`src/amf_pkg.sv`:
```
// Package for the converter mode control and result formatting block
package amf_pkg;
    localparam int RES_W = 12;
    localparam int MODE_W = 4;
    localparam int MODE_CAL_BIT = 3;
    localparam int MODE_PWR_BIT = 2;
    localparam int SAR_CNT_W = 4;
    localparam logic [1:0] RES_10 = 2'h0;
    localparam logic [1:0] RES_12 = 2'h1;
    localparam logic [1:0] RES_8 = 2'h2;
    localparam logic [SAR_CNT_W-1:0] BITS_8 = 4'h8;
    localparam logic [SAR_CNT_W-1:0] BITS_10 = 4'ha;
    localparam logic [SAR_CNT_W-1:0] BITS_12 = 4'hc;
    localparam logic [1:0] CAL_CYCLES = 2'h2;
    localparam logic [3:0] PAD_8 = 4'h0;
    localparam logic [1:0] PAD_10 = 2'h0;

    typedef enum logic [2:0] {
        AMF_OFF = 3'b000,
        AMF_IDLE = 3'b001,
        AMF_CONV = 3'b010,
        AMF_CAL = 3'b011
    } amf_state_t;

    typedef struct packed {
        logic calib_off;
        logic stay_powered;
        logic [1:0] res_sel;
    } amf_mode_t;

    typedef struct packed {
        logic [RES_W-1:0] result;
        logic done;
    } amf_out_t;

    typedef struct packed {
        amf_state_t state;
        amf_mode_t mode;
        logic [SAR_CNT_W-1:0] bit_cnt;
        logic [1:0] cal_cnt;
        logic [RES_W-1:0] sar;
        logic busy;
        logic calibrating;
        logic analog_on;
        amf_out_t out;
    } amf_regs_t;
endpackage

```
`src/amf_adc_ctrl.sv`:
```
// Mode control, conversion sequencing and result alignment for the SAR converter
//
// Behaviour
// - Comparator power-off gates only the comparators; sequencing logic keeps running.
// - Mode bit 3 low: two converter-clock calibration cycles follow each conversion.
// - Mode bit 2 low: converter powers down after each conversion.
// - Mode bits 1:0 pick 10, 12 or 8 bits; code 11 converts as 10 bits.
// - Every conversion appears on a twelve-bit result bus.
// - 8-bit values fill result bits 11:4; bits 3:0 are zero.
// - 10-bit values fill result bits 11:2; bits 1:0 are zero.
`timescale 1ns/1ps
module amf_adc_ctrl
    import amf_pkg::*;
(
    input wire logic clk,
    input wire logic nrst,
    input wire logic converter_clock,
    input wire logic start,
    input wire logic [MODE_W-1:0] mode,
    input wire logic comparator_power_off,
    input wire logic comp_decision,
    output logic comparator_enable,
    output logic analog_powered,
    output logic busy,
    output logic calibrating,
    output logic data_valid,
    output logic [RES_W-1:0] result
);
    amf_regs_t r_reg;
    amf_regs_t r_next;
    logic [SAR_CNT_W-1:0] nbits;
    logic [RES_W-1:0] aligned;
    logic [RES_W-1:0] sar_step;

    // Bit count for the held resolution
    always_comb begin
        unique case (r_reg.mode.res_sel)
            RES_12: nbits = BITS_12;
            RES_8: nbits = BITS_8;
            default: nbits = BITS_10;
        endcase
    end

    // Converter clock is treated as a synchronous one-cycle step enable
    always_comb begin
        r_next = r_reg;
        r_next.out.done = 1'b0;
        // Word with this step's decision placed; decisions fill from the top bit down
        sar_step = r_reg.sar;
        if (r_reg.bit_cnt < BITS_12) begin
            sar_step[RES_W-1-r_reg.bit_cnt] = comp_decision;
        end
        aligned = sar_step;
        unique case (r_reg.mode.res_sel)
            RES_8: aligned = {sar_step[RES_W-1:$bits(PAD_8)], PAD_8};
            RES_12: aligned = sar_step;
            default: aligned = {sar_step[RES_W-1:$bits(PAD_10)], PAD_10};
        endcase
        unique case (r_reg.state)
            AMF_OFF, AMF_IDLE: begin
                if (start) begin
                    r_next.mode = mode;
                    r_next.state = AMF_CONV;
                    r_next.bit_cnt = '0;
                    r_next.sar = '0;
                    r_next.busy = 1'b1;
                    r_next.analog_on = 1'b1;
                end
            end
            AMF_CONV: begin
                if (converter_clock) begin
                    r_next.sar = sar_step;
                    r_next.bit_cnt = r_reg.bit_cnt + 4'h1;
                    if (r_reg.bit_cnt + 4'h1 == nbits) begin
                        r_next.out.done = 1'b1;
                        r_next.out.result = aligned;
                        if (!r_reg.mode.calib_off) begin
                            r_next.state = AMF_CAL;
                            r_next.cal_cnt = '0;
                            r_next.calibrating = 1'b1;
                        end else begin
                            r_next.busy = 1'b0;
                            r_next.analog_on = r_reg.mode.stay_powered;
                            r_next.state = r_reg.mode.stay_powered ? AMF_IDLE : AMF_OFF;
                        end
                    end
                end
            end
            AMF_CAL: begin
                if (converter_clock) begin
                    r_next.cal_cnt = r_reg.cal_cnt + 2'h1;
                    if (r_reg.cal_cnt + 2'h1 == CAL_CYCLES) begin
                        r_next.calibrating = 1'b0;
                        r_next.busy = 1'b0;
                        r_next.analog_on = r_reg.mode.stay_powered;
                        r_next.state = r_reg.mode.stay_powered ? AMF_IDLE : AMF_OFF;
                    end
                end
            end
            default: r_next.state = AMF_OFF;
        endcase
    end

    always_ff @(posedge clk or negedge nrst) begin
        if (!nrst) begin
            r_reg <= '{state: AMF_OFF, mode: '0, bit_cnt: '0, cal_cnt: '0, sar: '0,
                       busy: 1'b0, calibrating: 1'b0, analog_on: 1'b0, out: '0};
        end else begin
            r_reg <= r_next;
        end
    end

    assign comparator_enable = r_reg.analog_on & ~comparator_power_off;
    assign analog_powered = r_reg.analog_on;
    assign busy = r_reg.busy;
    assign calibrating = r_reg.calibrating;
    assign data_valid = r_reg.out.done;
    assign result = r_reg.out.result;

    property p_pad8;
        @(posedge clk) disable iff (!nrst)
        (data_valid && r_reg.mode.res_sel == RES_8) |-> result[3:0] == PAD_8;
    endproperty
    a_pad8: assert property (p_pad8) else $error("8-bit low nibble not zero");

    property p_pad10;
        @(posedge clk) disable iff (!nrst)
        (data_valid && r_reg.mode.res_sel == RES_10) |-> result[1:0] == PAD_10;
    endproperty
    a_pad10: assert property (p_pad10) else $error("10-bit low bits not zero");

    property p_cal;
        @(posedge clk) disable iff (!nrst)
        (data_valid && !r_reg.mode.calib_off) |-> calibrating && busy;
    endproperty
    a_cal: assert property (p_cal) else $error("calibration did not follow");

    property p_nocal;
        @(posedge clk) disable iff (!nrst)
        (data_valid && r_reg.mode.calib_off) |-> !calibrating && !busy;
    endproperty
    a_nocal: assert property (p_nocal) else $error("unexpected calibration");

    property p_pwr;
        @(posedge clk) disable iff (!nrst)
        ($fell(busy) && !r_reg.mode.stay_powered) |-> !analog_powered;
    endproperty
    a_pwr: assert property (p_pwr) else $error("no power-down after conversion");

    property p_keep;
        @(posedge clk) disable iff (!nrst)
        ($fell(busy) && r_reg.mode.stay_powered) |-> analog_powered;
    endproperty
    a_keep: assert property (p_keep) else $error("powered down while held on");

    property p_hold;
        @(posedge clk) disable iff (!nrst)
        (busy && $past(busy)) |-> $stable(r_reg.mode);
    endproperty
    a_hold: assert property (p_hold) else $error("mode changed mid conversion");

    property p_comp;
        @(posedge clk) disable iff (!nrst)
        comparator_power_off |-> !comparator_enable;
    endproperty
    a_comp: assert property (p_comp) else $error("comparators not gated");

    property p_code;
        @(posedge clk) disable iff (!nrst)
        busy |-> r_reg.mode.res_sel != 2'h3;
    endproperty
    a_code: assert property (p_code) else $error("unused resolution code");

    property p_run_off;
        @(posedge clk) disable iff (!nrst)
        (comparator_power_off && start && !busy) |=> busy;
    endproperty
    a_run_off: assert property (p_run_off) else $error("start lost while comparators off");

    property p_take;
        @(posedge clk) disable iff (!nrst)
        (start && !busy) |=> busy && analog_powered && (r_reg.mode == amf_mode_t'($past(mode)));
    endproperty
    a_take: assert property (p_take) else $error("start not taken with its mode");

    property p_conv_end;
        @(posedge clk) disable iff (!nrst)
        (r_reg.state == AMF_CONV && converter_clock && r_reg.bit_cnt == nbits - 4'h1) |=> data_valid;
    endproperty
    a_conv_end: assert property (p_conv_end) else $error("result missing after last step");

    property p_cal_end;
        @(posedge clk) disable iff (!nrst)
        (calibrating && converter_clock && r_reg.cal_cnt == CAL_CYCLES - 2'h1) |=> !calibrating && !busy;
    endproperty
    a_cal_end: assert property (p_cal_end) else $error("calibration length wrong");

    property p_valid_len;
        @(posedge clk) disable iff (!nrst)
        data_valid |=> !data_valid;
    endproperty
    a_valid_len: assert property (p_valid_len) else $error("result strobe longer than one cycle");

    property p_result_hold;
        @(posedge clk) disable iff (!nrst)
        !data_valid |-> $stable(result);
    endproperty
    a_result_hold: assert property (p_result_hold) else $error("result changed without a conversion");

    c_8: cover property (@(posedge clk) data_valid && r_reg.mode.res_sel == RES_8);
    c_12: cover property (@(posedge clk) data_valid && r_reg.mode.res_sel == RES_12);
    c_calend: cover property (@(posedge clk) $fell(calibrating));
    c_off: cover property (@(posedge clk) $fell(analog_powered));
    c_run_off: cover property (@(posedge clk) comparator_power_off && start && !busy);
endmodule

```
`config.mk`:
```
export PLATFORM = sky130hd
export DESIGN_NAME = amf_adc_ctrl
export DESIGN_NICKNAME = d
export VERILOG_FILES = /design/src/amf_pkg.sv /design/src/amf_adc_ctrl.sv
export SDC_FILE = /design/constraint.sdc
export NUM_CORES = 1
export LEC_CHECK = 0
export BUFFER_PORTS_ARGS = -buffer_cell sky130_fd_sc_hd__buf_2
export CAP_MARGIN = 20
export CELL_PAD_IN_SITES_DETAIL_PLACEMENT = 0
export CELL_PAD_IN_SITES_GLOBAL_PLACEMENT = 1
export CORE_MARGIN = 5
export CORE_UTILIZATION = 41
export CTS_CLUSTER_SIZE = 24
export DETAILED_ROUTE_END_ITERATION = 12
export PLACE_DENSITY_LB_ADDON = 0.1
export SYNTH_ARGS = -nofsm -noshare
export SYNTH_HDL_FRONTEND = slang
export SYNTH_SLANG_ARGS = --single-unit
```
`constraint.sdc`:
```
create_clock -name clk -period 2.1 [get_ports clk]
set_input_delay 0.21 -clock clk [delete_from_list [all_inputs] [get_ports clk]]
set_output_delay 0.21 -clock clk [all_outputs]
set_load 0.05 [all_outputs]
```
# Yosys cells after proc, flatten, opt, wreduce, memory -nomap -nowiden
# Cells that the tools add are included.
[classes]
bitwise_logic = 2
n_eq_ne = 14
n_reduce_logical = 13
n_lt_le_gt_ge = 3
addsub = 3
mux = 33
[op_table]
columns = ["cell", "n"]
rows = [
  ["$mux W34", 1],
  ["$ge A32 B1 Y1 const B", 1],
  ["$lt A32 B5 Y1 const B", 1],
  ["$pmux W12 S2", 1],
  ["$mux W3", 6],
  ["$mux W16", 1],
  ["$pmux W4 S2", 2],
  ["$ne A2 B2 Y1 const B", 7],
  ["$mux W13", 1],
  ["$bwmux W12", 1],
  ["$mux W12", 1],
  ["$mux W11", 1],
  ["$reduce_and A5 Y1", 2],
  ["$pmux W3 S3", 1],
  ["$mux W2", 4],
  ["$mux W1", 7],
  ["$reduce_and A7 Y1", 1],
  ["$eq A3 B2 Y1 const B", 2],
  ["$pmux W1 S3", 2],
  ["$pmux W3 S2", 1],
  ["$reduce_and A3 Y1", 2],
  ["$reduce_and A6 Y1", 1],
  ["$sub A4 B4 Y5 const A", 1],
  ["$add A4 B1 Y4 const B", 1],
  ["other kinds (17)", 19],
]
[word_totals]
word_cells = 80
ff_bits = 41
input_bits = 10
out_inout_bits = 17

# Depth between registers and ports, before layout
# Gate-level depths: netlist (run 1).
[depth]
depth_word = 11
depth_mapped = 8
ltp_nobuf = 7

# Least setup slack after synthesis (run 1)
# OpenSTA, ideal clock, no wires.
[synth_timing]
kind = "reg2reg"
from = "register r_reg[30] (netlist bit)"
to = "register r_reg (netlist bit result[10])"
path_buffers = 1
synth_period_minus_slack_ns = 2.161
setup_slack_ns = -0.061
required_time_ns = 1.975
stages_incl_launch_ff = 9
setup_ns = 0.125
arrival_ns = 2.036
cell_sequence = "dfrtp_1 inv_1 ha_1 xnor2_1 o2111ai_4 or2_1 buf_6 inv_12 mux2_4"
[synth_between]
elab_chain_len = 7
word_cells_on_any_way = 12
classes_between = "add/sub: 2; order compare: 3; eq/ne: 1; mux: 4; reduce/logical: 2"
[synth_lines]
columns = ["item", "line_no", "rtl"]
rows = [
  ["start, declared", "amf_adc_ctrl.sv:29", "amf_regs_t r_reg;"],
  ["start signal, assigned", "amf_adc_ctrl.sv:106", "r_reg <= '{state: AMF_OFF, mode: '0, bit_cnt: '0, cal_cnt: '0, sar: '0,"],
  ["start signal, assigned", "amf_adc_ctrl.sv:109", "r_reg <= r_next;"],
  ["$sub A4 B4 Y5", "amf_adc_ctrl.sv:51", "sar_step[RES_W-1-r_reg.bit_cnt] = comp_decision;"],
  ["$ge A32 B1 Y1 (implied by the code) / $lt A32 B5 Y1 (equally long branches)", "amf_adc_ctrl.sv:51", ""],
  ["$logic_and A1 B1 Y1 (implied by the code)", "amf_adc_ctrl.sv:51", ""],
  ["$mux W1 (implied by the code)", "amf_adc_ctrl.sv:51", ""],
  ["$demux W1 S4", "amf_adc_ctrl.sv:51", ""],
  ["$bwmux W12", "amf_adc_ctrl.sv:51", ""],
  ["$mux W12", "amf_adc_ctrl.sv:50", "if (r_reg.bit_cnt < BITS_12) begin"],
]
# Parallel ways exist; a longest one is shown, timed or not.
# A chain may end at the register's enable or synchronous reset.

# Final worst setup path (run 1)
[layout_timing]
from = "register r_reg[31] (netlist bit)"
to = "register r_reg (netlist bit result[0])"
[layout_between]
elab_chain_len = 8
word_cells_on_any_way = 13
classes_between = "add/sub: 2; order compare: 3; eq/ne: 1; mux: 5; reduce/logical: 2"
[layout_lines]
columns = ["item", "line_no", "rtl"]
rows = [
  ["$sub A4 B4 Y5", "amf_adc_ctrl.sv:51", ""],
  ["$ge A32 B1 Y1 (implied by the code) / $lt A32 B5 Y1 (equally long branches)", "amf_adc_ctrl.sv:51", ""],
  ["$logic_and A1 B1 Y1 (implied by the code)", "amf_adc_ctrl.sv:51", ""],
  ["$mux W1 (implied by the code)", "amf_adc_ctrl.sv:51", ""],
  ["$demux W1 S4", "amf_adc_ctrl.sv:51", ""],
  ["$bwmux W12", "amf_adc_ctrl.sv:51", ""],
  ["$mux W12", "amf_adc_ctrl.sv:50", ""],
  ["$pmux W4 S2", "amf_adc_ctrl.sv:54", "unique case (r_reg.mode.res_sel)"],
]
# Parallel ways exist; a longest one is shown, timed or not.

==> out/metrics.cfg, run 1 <==
[final_layout]
seq_area_mm2=0.00100
final_cell_mix=dfrtp_1 (39), o21ai_0 (26), buf_2 (26)
drive_above_1_share=0.286
syn_to_final_growth_pct=12.6
final_common_cell=dfrtp_1
nFillCells=520
largest_register_ffs=24
antenna_cells=0
multiInputGateArea_mm2=0.00105
finalNetCount=262

[sta]
rsz0062_at_grt=false
fin_tns_setup_ns=0
setup_ws_ns=0.109
worst-slew-pin-transition_ns=0.484
finClkSkew_ns=0.00415
timing_hold_violations_final=0
timing.hold.ws_ns=0.122
period_minus_slack_ns=1.99
fin_crit_sh=0.948
timing.fmax_mhz=502
slew_headroom=0.677
slew_violations=0
finalSetupViolations=0

[clock_network]
tritoncts=yes
clock_latency_ns=0.29
cts-root-buf=clkbuf_8
numClockSinks=40
clkSlewWorstSetupHoldPaths_ns=0.08
htreeDepth=2
cts.path.max_buffers=2
cts_buffers=5

[routing]
vias_per_cell=5.11
drc=0
drtIter0Drc=64
ant_nets=0
wl_um=4660
num_vias=1621
wire_per_inst_um=14.7
first_pass_iters=4

[logic_synthesis]
synth_edf_count=0
ys_seq_area_frac=0.445
netlist_area_mm2=0.00225
ys_ff_latch=40
avgSynthCellArea_um2=10.3
yosys_warnings=0
yosys.cell_types.count=39
netlist_instances=219
synth_top_flop_cell=dfrtp_1
synth-async-reset-ratio=1.00
syn_nets=237

[global_routing]
grt_overflow=0
grt_pass1_vias=1671
antenna_found_initial=0
grt_max_degree=18
grt.total_usage=0.142
grt_pass1_wl_um=8090

[pwr]
internal-power_mw=2.01
p_switching_mw=1.50
total_power_mw=3.51
power.share.clock=0.148
p_per_area_mw_per_mm2=1390
combPwrFrac=0.501
swShare=0.428
ir_worst_vdd_mv=0.515
p_leak_nw=1.27
power_frac_seq=0.350

[worst_hold_path]
holdCritPathClass=input port to flip-flop

[critical_path]
critPathArrivalTime_ns=2.17
critPathRequiredTime_ns=2.28
worstSetupPathType=flip-flop to flip-flop
start_kind=flip-flop
worstPathMaxFanout=6
critPathCaptureType=flip-flop

[status]
status=finished, final reports clean

[floorplanning]
coreArea_mm2=0.00541
die_w_um=84.1
rows=27
die_h_um=84.1
start_util=0.416
ios=27
die-area_mm2=0.00707

[place]
routabilityCongestion=0.814
place_worst_setup_slack_ns=0.0311
portBuffers=26
place_hpwl_um=3470

[run]
maxCapViolCount=0

-- cells by family after synthesis --
| family | after synthesis | synth area share |
|---|---|---|
| AO/OA/AOI/OAI | 60 | 0.169 |
| XOR/XNOR | 3 | 0.0178 |
| adder cells (fa/ha/maj) | 8 | 0.0445 |
| buffers and inverters | 34 | 0.0923 |
| flip-flops | 40 | 0.445 |
| multiplexers | 21 | 0.116 |
| AND/OR/NAND/NOR | 53 | 0.116 |
-- through the flow --
step / utilization / instances / instance area (um2)
2_1_floorplan: - / 219 / 2260
3_3_place_gp: 0.450 / 308 / 2430
3_5_place_dp: 0.450 / 308 / 2430
4_1_cts: 0.468 / 317 / 2530
5_1_grt: 0.469 / 317 / 2530
6_report: 0.469 / 317 / 2530
-- cell usage after synthesis (3+ instances only) --
cell type	count	area [um2]
a21oi_1	14	70.1
nand3b_1	8	60.1
buf_2	3	15.0
nor2b_1	3	18.8
ha_1	8	100
mux2_2	9	101
a21o_1	4	30.0
nor2_1	16	60.1
mux2_4	8	120
clkbuf_1	5	18.8
dfrtp_1	40	1000
mux2i_1	4	40.0
o31ai_1	3	22.5
o21ai_0	26	130
inv_1	10	37.5
nand2_1	17	63.8
buf_4	13	97.6
-- worst max-delay path: stages, from the launching register on --
cell and delay, ns:
dfrtp_1 0.43, inv_1 0.08, ha_1 0.32, xnor2_2 0.20, o2111ai_4 0.14, or2_4 0.29, buf_4 0.16, a22o_2 0.25
-- timing repair --
item	4_1_cts	5_1_grt
hold endpoints to repair	15	0
hold buffers	1	0
setup buffers	0	0
setup endpoints to repair	0	12
resized for setup	0	1
-- power by group through the flow --
stage | Clock [mW] | Sequential, mW | Combinational (mW)
2_1_floorplan | 0 | 1.25 | 1.41
3_3_place_gp | 0 | 1.23 | 1.74
3_5_place_dp | 0 | 1.25 | 1.77
4_1_cts | 0.542 | 1.23 | 1.78
5_1_grt | 0.573 | 1.27 | 1.92
6_report | 0.521 | 1.23 | 1.76
-- cell type report --
type / count / share of cell area
well taps: 72 / 0.0356
repair buffers: 41 / 0.0968
clock buffers: 8 / 0.0356
flip-flops and latches: 40 / 0.396
multi-input cells: 145 / 0.415
inverters: 11 / 0.0212
-- routing by layer --
layer,part of all wire,vias up,GRT usage
li1,-,793,-
met3,0.038,7,0.0365
met4,0.015,0,0.0468
met1,0.42,788,0.166
met2,0.53,33,0.252
met5,0,-,0
-- final timing paths --
path,startpoint,endpoint,slack [ns],depth (start not counted)
setup reg to reg,r_reg[31],result[0],0.11,7
max in group asynchronous,nrst,result[1],1.16,3
hold / removal,mode[3],r_reg[37],0.12,3
min in group asynchronous,nrst,r_reg[31],0.38,2
setup / recovery,r_reg[31],result[0],0.11,7
hold reg to reg,r_reg[19],r_reg[19],0.48,1
Note: power is estimated with default switching activity, not from simulation.
==> run 2: changes to the inputs <==
--- a/config.mk
+++ b/config.mk
@@ -14,6 +14,7 @@
 export CTS_CLUSTER_SIZE = 24
 export DETAILED_ROUTE_END_ITERATION = 12
 export PLACE_DENSITY_LB_ADDON = 0.1
+export REMOVE_ABC_BUFFERS = 1
 export SYNTH_ARGS = -nofsm -noshare
 export SYNTH_HDL_FRONTEND = slang
 export SYNTH_SLANG_ARGS = --single-unit
==> out/metrics.cfg, run 2 (synthesis gave the netlist of run 1 again) <==
[critical_path]
worstPathMaxFanout=9
critPathCapture=result[6]
r2r_start=r_reg[30]
critPathRequiredTime_ns=2.28
critPathLaunch=r_reg[30]
critPathArrivalTime_ns=2.19
critPathCaptureType=flip-flop
reg2reg_to=result[6]
reg2reg_setup_slack_ns=0.09
ff2ff_path_depth=7
worstSetupPathType=flip-flop to flip-flop
start_kind=flip-flop

[routing]
drc=0
wl_um=4900
wire_per_inst_um=15.4
vias_per_cell=5.23
first_pass_iters=4
num_vias=1664
drtIter0Drc=89
ant_nets=0

[floorplanning]
die-area_mm2=0.00707
coreArea_mm2=0.00541
die_w_um=84.1
ios=27
rows=27
start_util=0.416
die_h_um=84.1

[clock_network]
numClockSinks=40
htreeDepth=2
cts-root-buf=clkbuf_8
clkSlewWorstSetupHoldPaths_ns=0.08
tritoncts=yes
cts_buffers=5
cts.path.max_buffers=2
cts_hold_buf=0
clock_latency_ns=0.29

[final_layout]
seq_area_mm2=0.00100
multiInputGateArea_mm2=0.00105
antenna_cells=0
stdcell_count=318
finalNetCount=264
drive_above_1_share=0.293
nFillCells=518
final_util=0.468
final_common_cell=dfrtp_1
largest_register_ffs=24
final_cell_mix=dfrtp_1 (40), o21ai_0 (26), buf_2 (26)
fin_area_mm2=0.00253
syn_to_final_growth_pct=12.5

[global_routing]
antenna_found_initial=0
grt_max_degree=41
grt_pass1_vias=1699
grt_overflow=0
grt_pass1_wl_um=8240
grt.total_usage=0.147

[status]
status=finished, final reports clean

[pwr]
p_leak_nw=1.27
total_power_mw=3.53
ir_worst_vdd_mv=0.613
p_per_area_mw_per_mm2=1400

[place]
placed_cell_area_mm2=0.00244
place_hpwl_um=3550
routabilityCongestion=0.785
portBuffers=26
dp.cells=310

[sta]
timing.fmax_mhz=498
finClkSkew_ns=0.00420
period_minus_slack_ns=2.01
finalSetupViolations=0
fin_crit_sh=0.956
worst-slew-pin-transition_ns=0.979
slew_headroom=0.345
slew_violations=0
timing_hold_violations_final=0
timing.hold.ws_ns=0.0523

[worst_hold_path]
holdCritPathClass=input port to asynchronous set/reset pin

[run]
maxCapViolCount=0

==> run 2: area by class of cell <==
| type | count | share of cell area |
|---|---|---|
| Timing Repair Buffer | 43 | 0.102 |
| Multi-Input combinational cell | 145 | 0.415 |
| Clock inverter | 1 | 0.00198 |
| Tap cell | 72 | 0.0356 |
| Sequential cell | 40 | 0.395 |
| Inverter | 11 | 0.0213 |
| Clock buffer | 6 | 0.0287 |
==> run 2: worst min path at each step <==
stage	slack, ns	depth (start not counted)	endpoint
2_1_floorplan	-0.09	0	analog_powered
3_3_place_gp	0.39	1	r_reg[25]
3_5_place_dp	0.40	1	r_reg[25]
4_1_cts	0.08	1	r_reg[25]
5_1_grt	0.12	1	r_reg[25]
6_report	0.05	1	r_reg[25]
==> run 2: through the flow <==
step           TNS [ns]  setup WS, ns
6_report              0        0.0915
5_1_grt        -0.00128      -0.00128
4_1_cts               0        0.0373
3_5_place_dp     -0.564       -0.0672
3_3_place_gp          0       0.00657
2_1_floorplan    -0.923        -0.115
==> run 2: layer usage <==
layer | vias up | global-route usage | wire length, um
met5 | - | 0 | 0
met4 | 0 | 0.0482 | 55
met3 | 6 | 0.0405 | 234
met2 | 38 | 0.240 | 2360
met1 | 815 | 0.187 | 2250
li1 | 805 | - | -
==> run 2: what timing repair did <==
action	4_1_cts	5_1_grt
setup endpoints to repair	10	10
setup buffers	0	1
gates resized for setup	1	1
==> run 2: worst max-delay path, cell delays in order (launching register included) <==
cell       delay (ns)
dfrtp_1          0.41
inv_1            0.08
ha_1             0.34
xnor2_2          0.21
o2111ai_4        0.14
or2_4            0.31
inv_12           0.10
mux2_4           0.30
==> run 2: power breakdown <==
group | total (mW) | leakage [nW] | internal, mW | switching (mW)
Combinational | 1.85 | 0.714 | 0.756 | 1.10
Sequential | 1.19 | 0.518 | 1.02 | 0.171
Clock | 0.486 | 0.0410 | 0.226 | 0.260
Total | 3.53 | 1.27 | 2.01 | 1.53
==> run 3: changes to the inputs <==
--- a/config.mk
+++ b/config.mk
@@ -5,16 +5,18 @@
 export SDC_FILE = /design/constraint.sdc
 export NUM_CORES = 1
 export LEC_CHECK = 0
+export ABC_AREA = 1
 export BUFFER_PORTS_ARGS = -buffer_cell sky130_fd_sc_hd__buf_2
 export CAP_MARGIN = 20
 export CELL_PAD_IN_SITES_DETAIL_PLACEMENT = 0
 export CELL_PAD_IN_SITES_GLOBAL_PLACEMENT = 1
 export CORE_MARGIN = 5
-export CORE_UTILIZATION = 41
+export CORE_UTILIZATION = 39
 export CTS_CLUSTER_SIZE = 24
 export DETAILED_ROUTE_END_ITERATION = 12
 export PLACE_DENSITY_LB_ADDON = 0.1
 export REMOVE_ABC_BUFFERS = 1
+export SETUP_SLACK_MARGIN = 0.15
 export SYNTH_ARGS = -nofsm -noshare
 export SYNTH_HDL_FRONTEND = slang
 export SYNTH_SLANG_ARGS = --single-unit
==> out/metrics.cfg, run 3 <==
[clock_network]
numClockSinks=40
cts_buffers=5
htreeDepth=2
clkSlewWorstSetupHoldPaths_ns=0.07
cts-root-buf=clkbuf_8
tritoncts=yes
clock_latency_ns=0.29
cts.path.max_buffers=2

[sta]
worst-slew-pin-transition_ns=0.440
timing.fmax_mhz=559
timing_hold_violations_final=0
fin_tns_setup_ns=0
finalSetupViolations=0
period_minus_slack_ns=1.79
fin_crit_sh=0.852
slew_headroom=0.706
rsz0062_at_grt=false
finClkSkew_ns=0.00460
slew_violations=0

[final_layout]
stdcell_count=338
fin_area_mm2=0.00235
finalNetCount=285
final_cell_mix=nand2_1 (56), dfrtp_1 (39), inv_1 (29)
final_util=0.452
seq_area_mm2=0.00100
largest_register_ffs=24
final_common_cell=nand2_1
antenna_cells=0
syn_to_final_growth_pct=10.7
multiInputGateArea_um2=867
drive_above_1_share=0.243
nFillCells=551

[logic_synthesis]
synthTopCellsByArea=dfrtp_1 (47%), nand2_1 (9.9%), inv_1 (5.1%), ha_1 (4.7%), o21ai_0 (4.2%)
netlist_instances=245
synth_common_cells=nand2_1 (56), dfrtp_1 (40), inv_1 (29)
synth_top_flop_cell=dfrtp_1
yosysMostFrequentCell=nand2_1
synth-async-reset-ratio=1.00
avgSynthCellArea_um2=8.68
yosys_warnings=0
post-synth-top-area-fraction=0.471
yosysTopAreaCell=dfrtp_1
ys_seq_area_frac=0.471
yosys.cell_types.count=28
netlist_area_mm2=0.00213
ys_ff_latch=40
synth_edf_count=0

[place]
portBuffers=26
place_hpwl_um=3140
dp.cells=329
placed_cell_area_mm2=0.00225
routabilityCongestion=0.728

[critical_path]
critPathRequiredTime_ns=2.27
r2r_start=r_reg[30]
critPathCaptureType=flip-flop
worstPathMaxFanout=13
critPathArrivalTime_ns=1.96
worstSetupPathType=flip-flop to flip-flop
ff2ff_path_depth=10
reg2reg_setup_slack_ns=0.31
start_kind=flip-flop
reg2reg_to=result[6]

[pwr]
swShare=0.475
power.share.clock=0.147
total_power_mw=3.55
p_leak_nw=1.21
p_per_area_mw_per_mm2=1510
combPwrFrac=0.506
ir_worst_vdd_mv=0.633
p_switching_mw=1.69
power_frac_seq=0.347
internal-power_mw=1.86

[floorplanning]
die_w_um=83.9
die_h_um=83.9
rows=26
start_util=0.409
ios=27
die-area_mm2=0.00703
coreArea_mm2=0.00520

[global_routing]
grt_max_degree=21
grt_pass1_wl_um=7580
grt_overflow=0
antenna_found_initial=0
grt.total_usage=0.132
grt_pass1_vias=1622

[routing]
vias_per_cell=4.66
drtIter0Drc=58
wire_per_inst_um=12.5
ant_nets=0
wl_um=4210
first_pass_iters=4
num_vias=1576
drc=0

[worst_hold_path]
holdPathEnd=r_reg[35]
hp-start=mode[1]
worstHoldPathCells=3
holdCritPathClass=input port to flip-flop

[run]
maxCapViolCount=0

[status]
status=finished, final reports clean

==> run 3: how the worst max path moves through the flow <==
stage / from / to / cells past startpoint
final: r_reg[30] / result[6] / 10
after global routing: r_reg[31] / result[7] / 10
after CTS: r_reg[30] / result[4] / 10
after detailed placement: r_reg[30] / result[6] / 10
after global placement: r_reg[30] / result[4] / 10
after floorplan: r_reg[30] / analog_powered / 10
==> run 3: area by class of cell <==
type                    instances  area share
inverters                      32      0.0521
repair buffers                 33      0.0786
multi-input cells             155       0.368
clock buffers                   8      0.0383
flip-flops and latches         40       0.426
well taps                      70      0.0372
==> run 3: critical path, cell delays in order, from the launching register on <==
cell and delay (ns):
dfrtp_2 0.42, inv_1 0.10, ha_1 0.30, inv_1 0.05
nand2_1 0.05, nand3_1 0.11, nor2_4 0.17, nand3_2 0.12
buf_4 0.21, nand2_1 0.08, o21ai_2 0.05
==> run 3: kinds of logic (layout without fill, tap and decap cells) <==
family          after synthesis  in the layout  synth area share
simple gates                 97             97             0.214
fa+ha+maj                     8              8            0.0471
flops                        40             40             0.471
buf+inv                      50             73             0.122
compound gates               50             50             0.147
==> run 3: layer usage <==
layer / track usage / share of wire / wire (um)
met5: 0 / 0 / 0
met4: 0.0351 / 0.0085 / 36
met3: 0.0385 / 0.041 / 172
met2: 0.211 / 0.44 / 1870
met1: 0.176 / 0.51 / 2140
==> run 3: power groups by stage <==
stage | clock, mW | combinational (mW) | sequential, mW
3_3_place_gp | 0 | 1.81 | 1.24
6_report | 0.522 | 1.80 | 1.23
4_1_cts | 0.544 | 1.83 | 1.23
5_1_grt | 0.569 | 2.04 | 1.28
2_1_floorplan | 0 | 1.07 | 1.54
3_5_place_dp | 0 | 1.82 | 1.24
==> run 3: per-stage QoR <==
stage | hold WS, ns | worst slack, ns
4_1_cts | 0.115 | 0.258
2_1_floorplan | -0.0856 | 0.234
3_5_place_dp | 0.186 | 0.272
6_report | 0.123 | 0.311
5_1_grt | 0.134 | 0.151
3_3_place_gp | 0.191 | 0.336
==> run 3: what timing repair did <==
| item | in CTS | in global routing |
|---|---|---|
| resized for setup | 0 | 1 |
| buffers inserted | 0 | 0 |
| hold endpoints to repair | 18 | 0 |
| setup endpoints to repair | 0 | 11 |
| hold buffers | 1 | 0 |
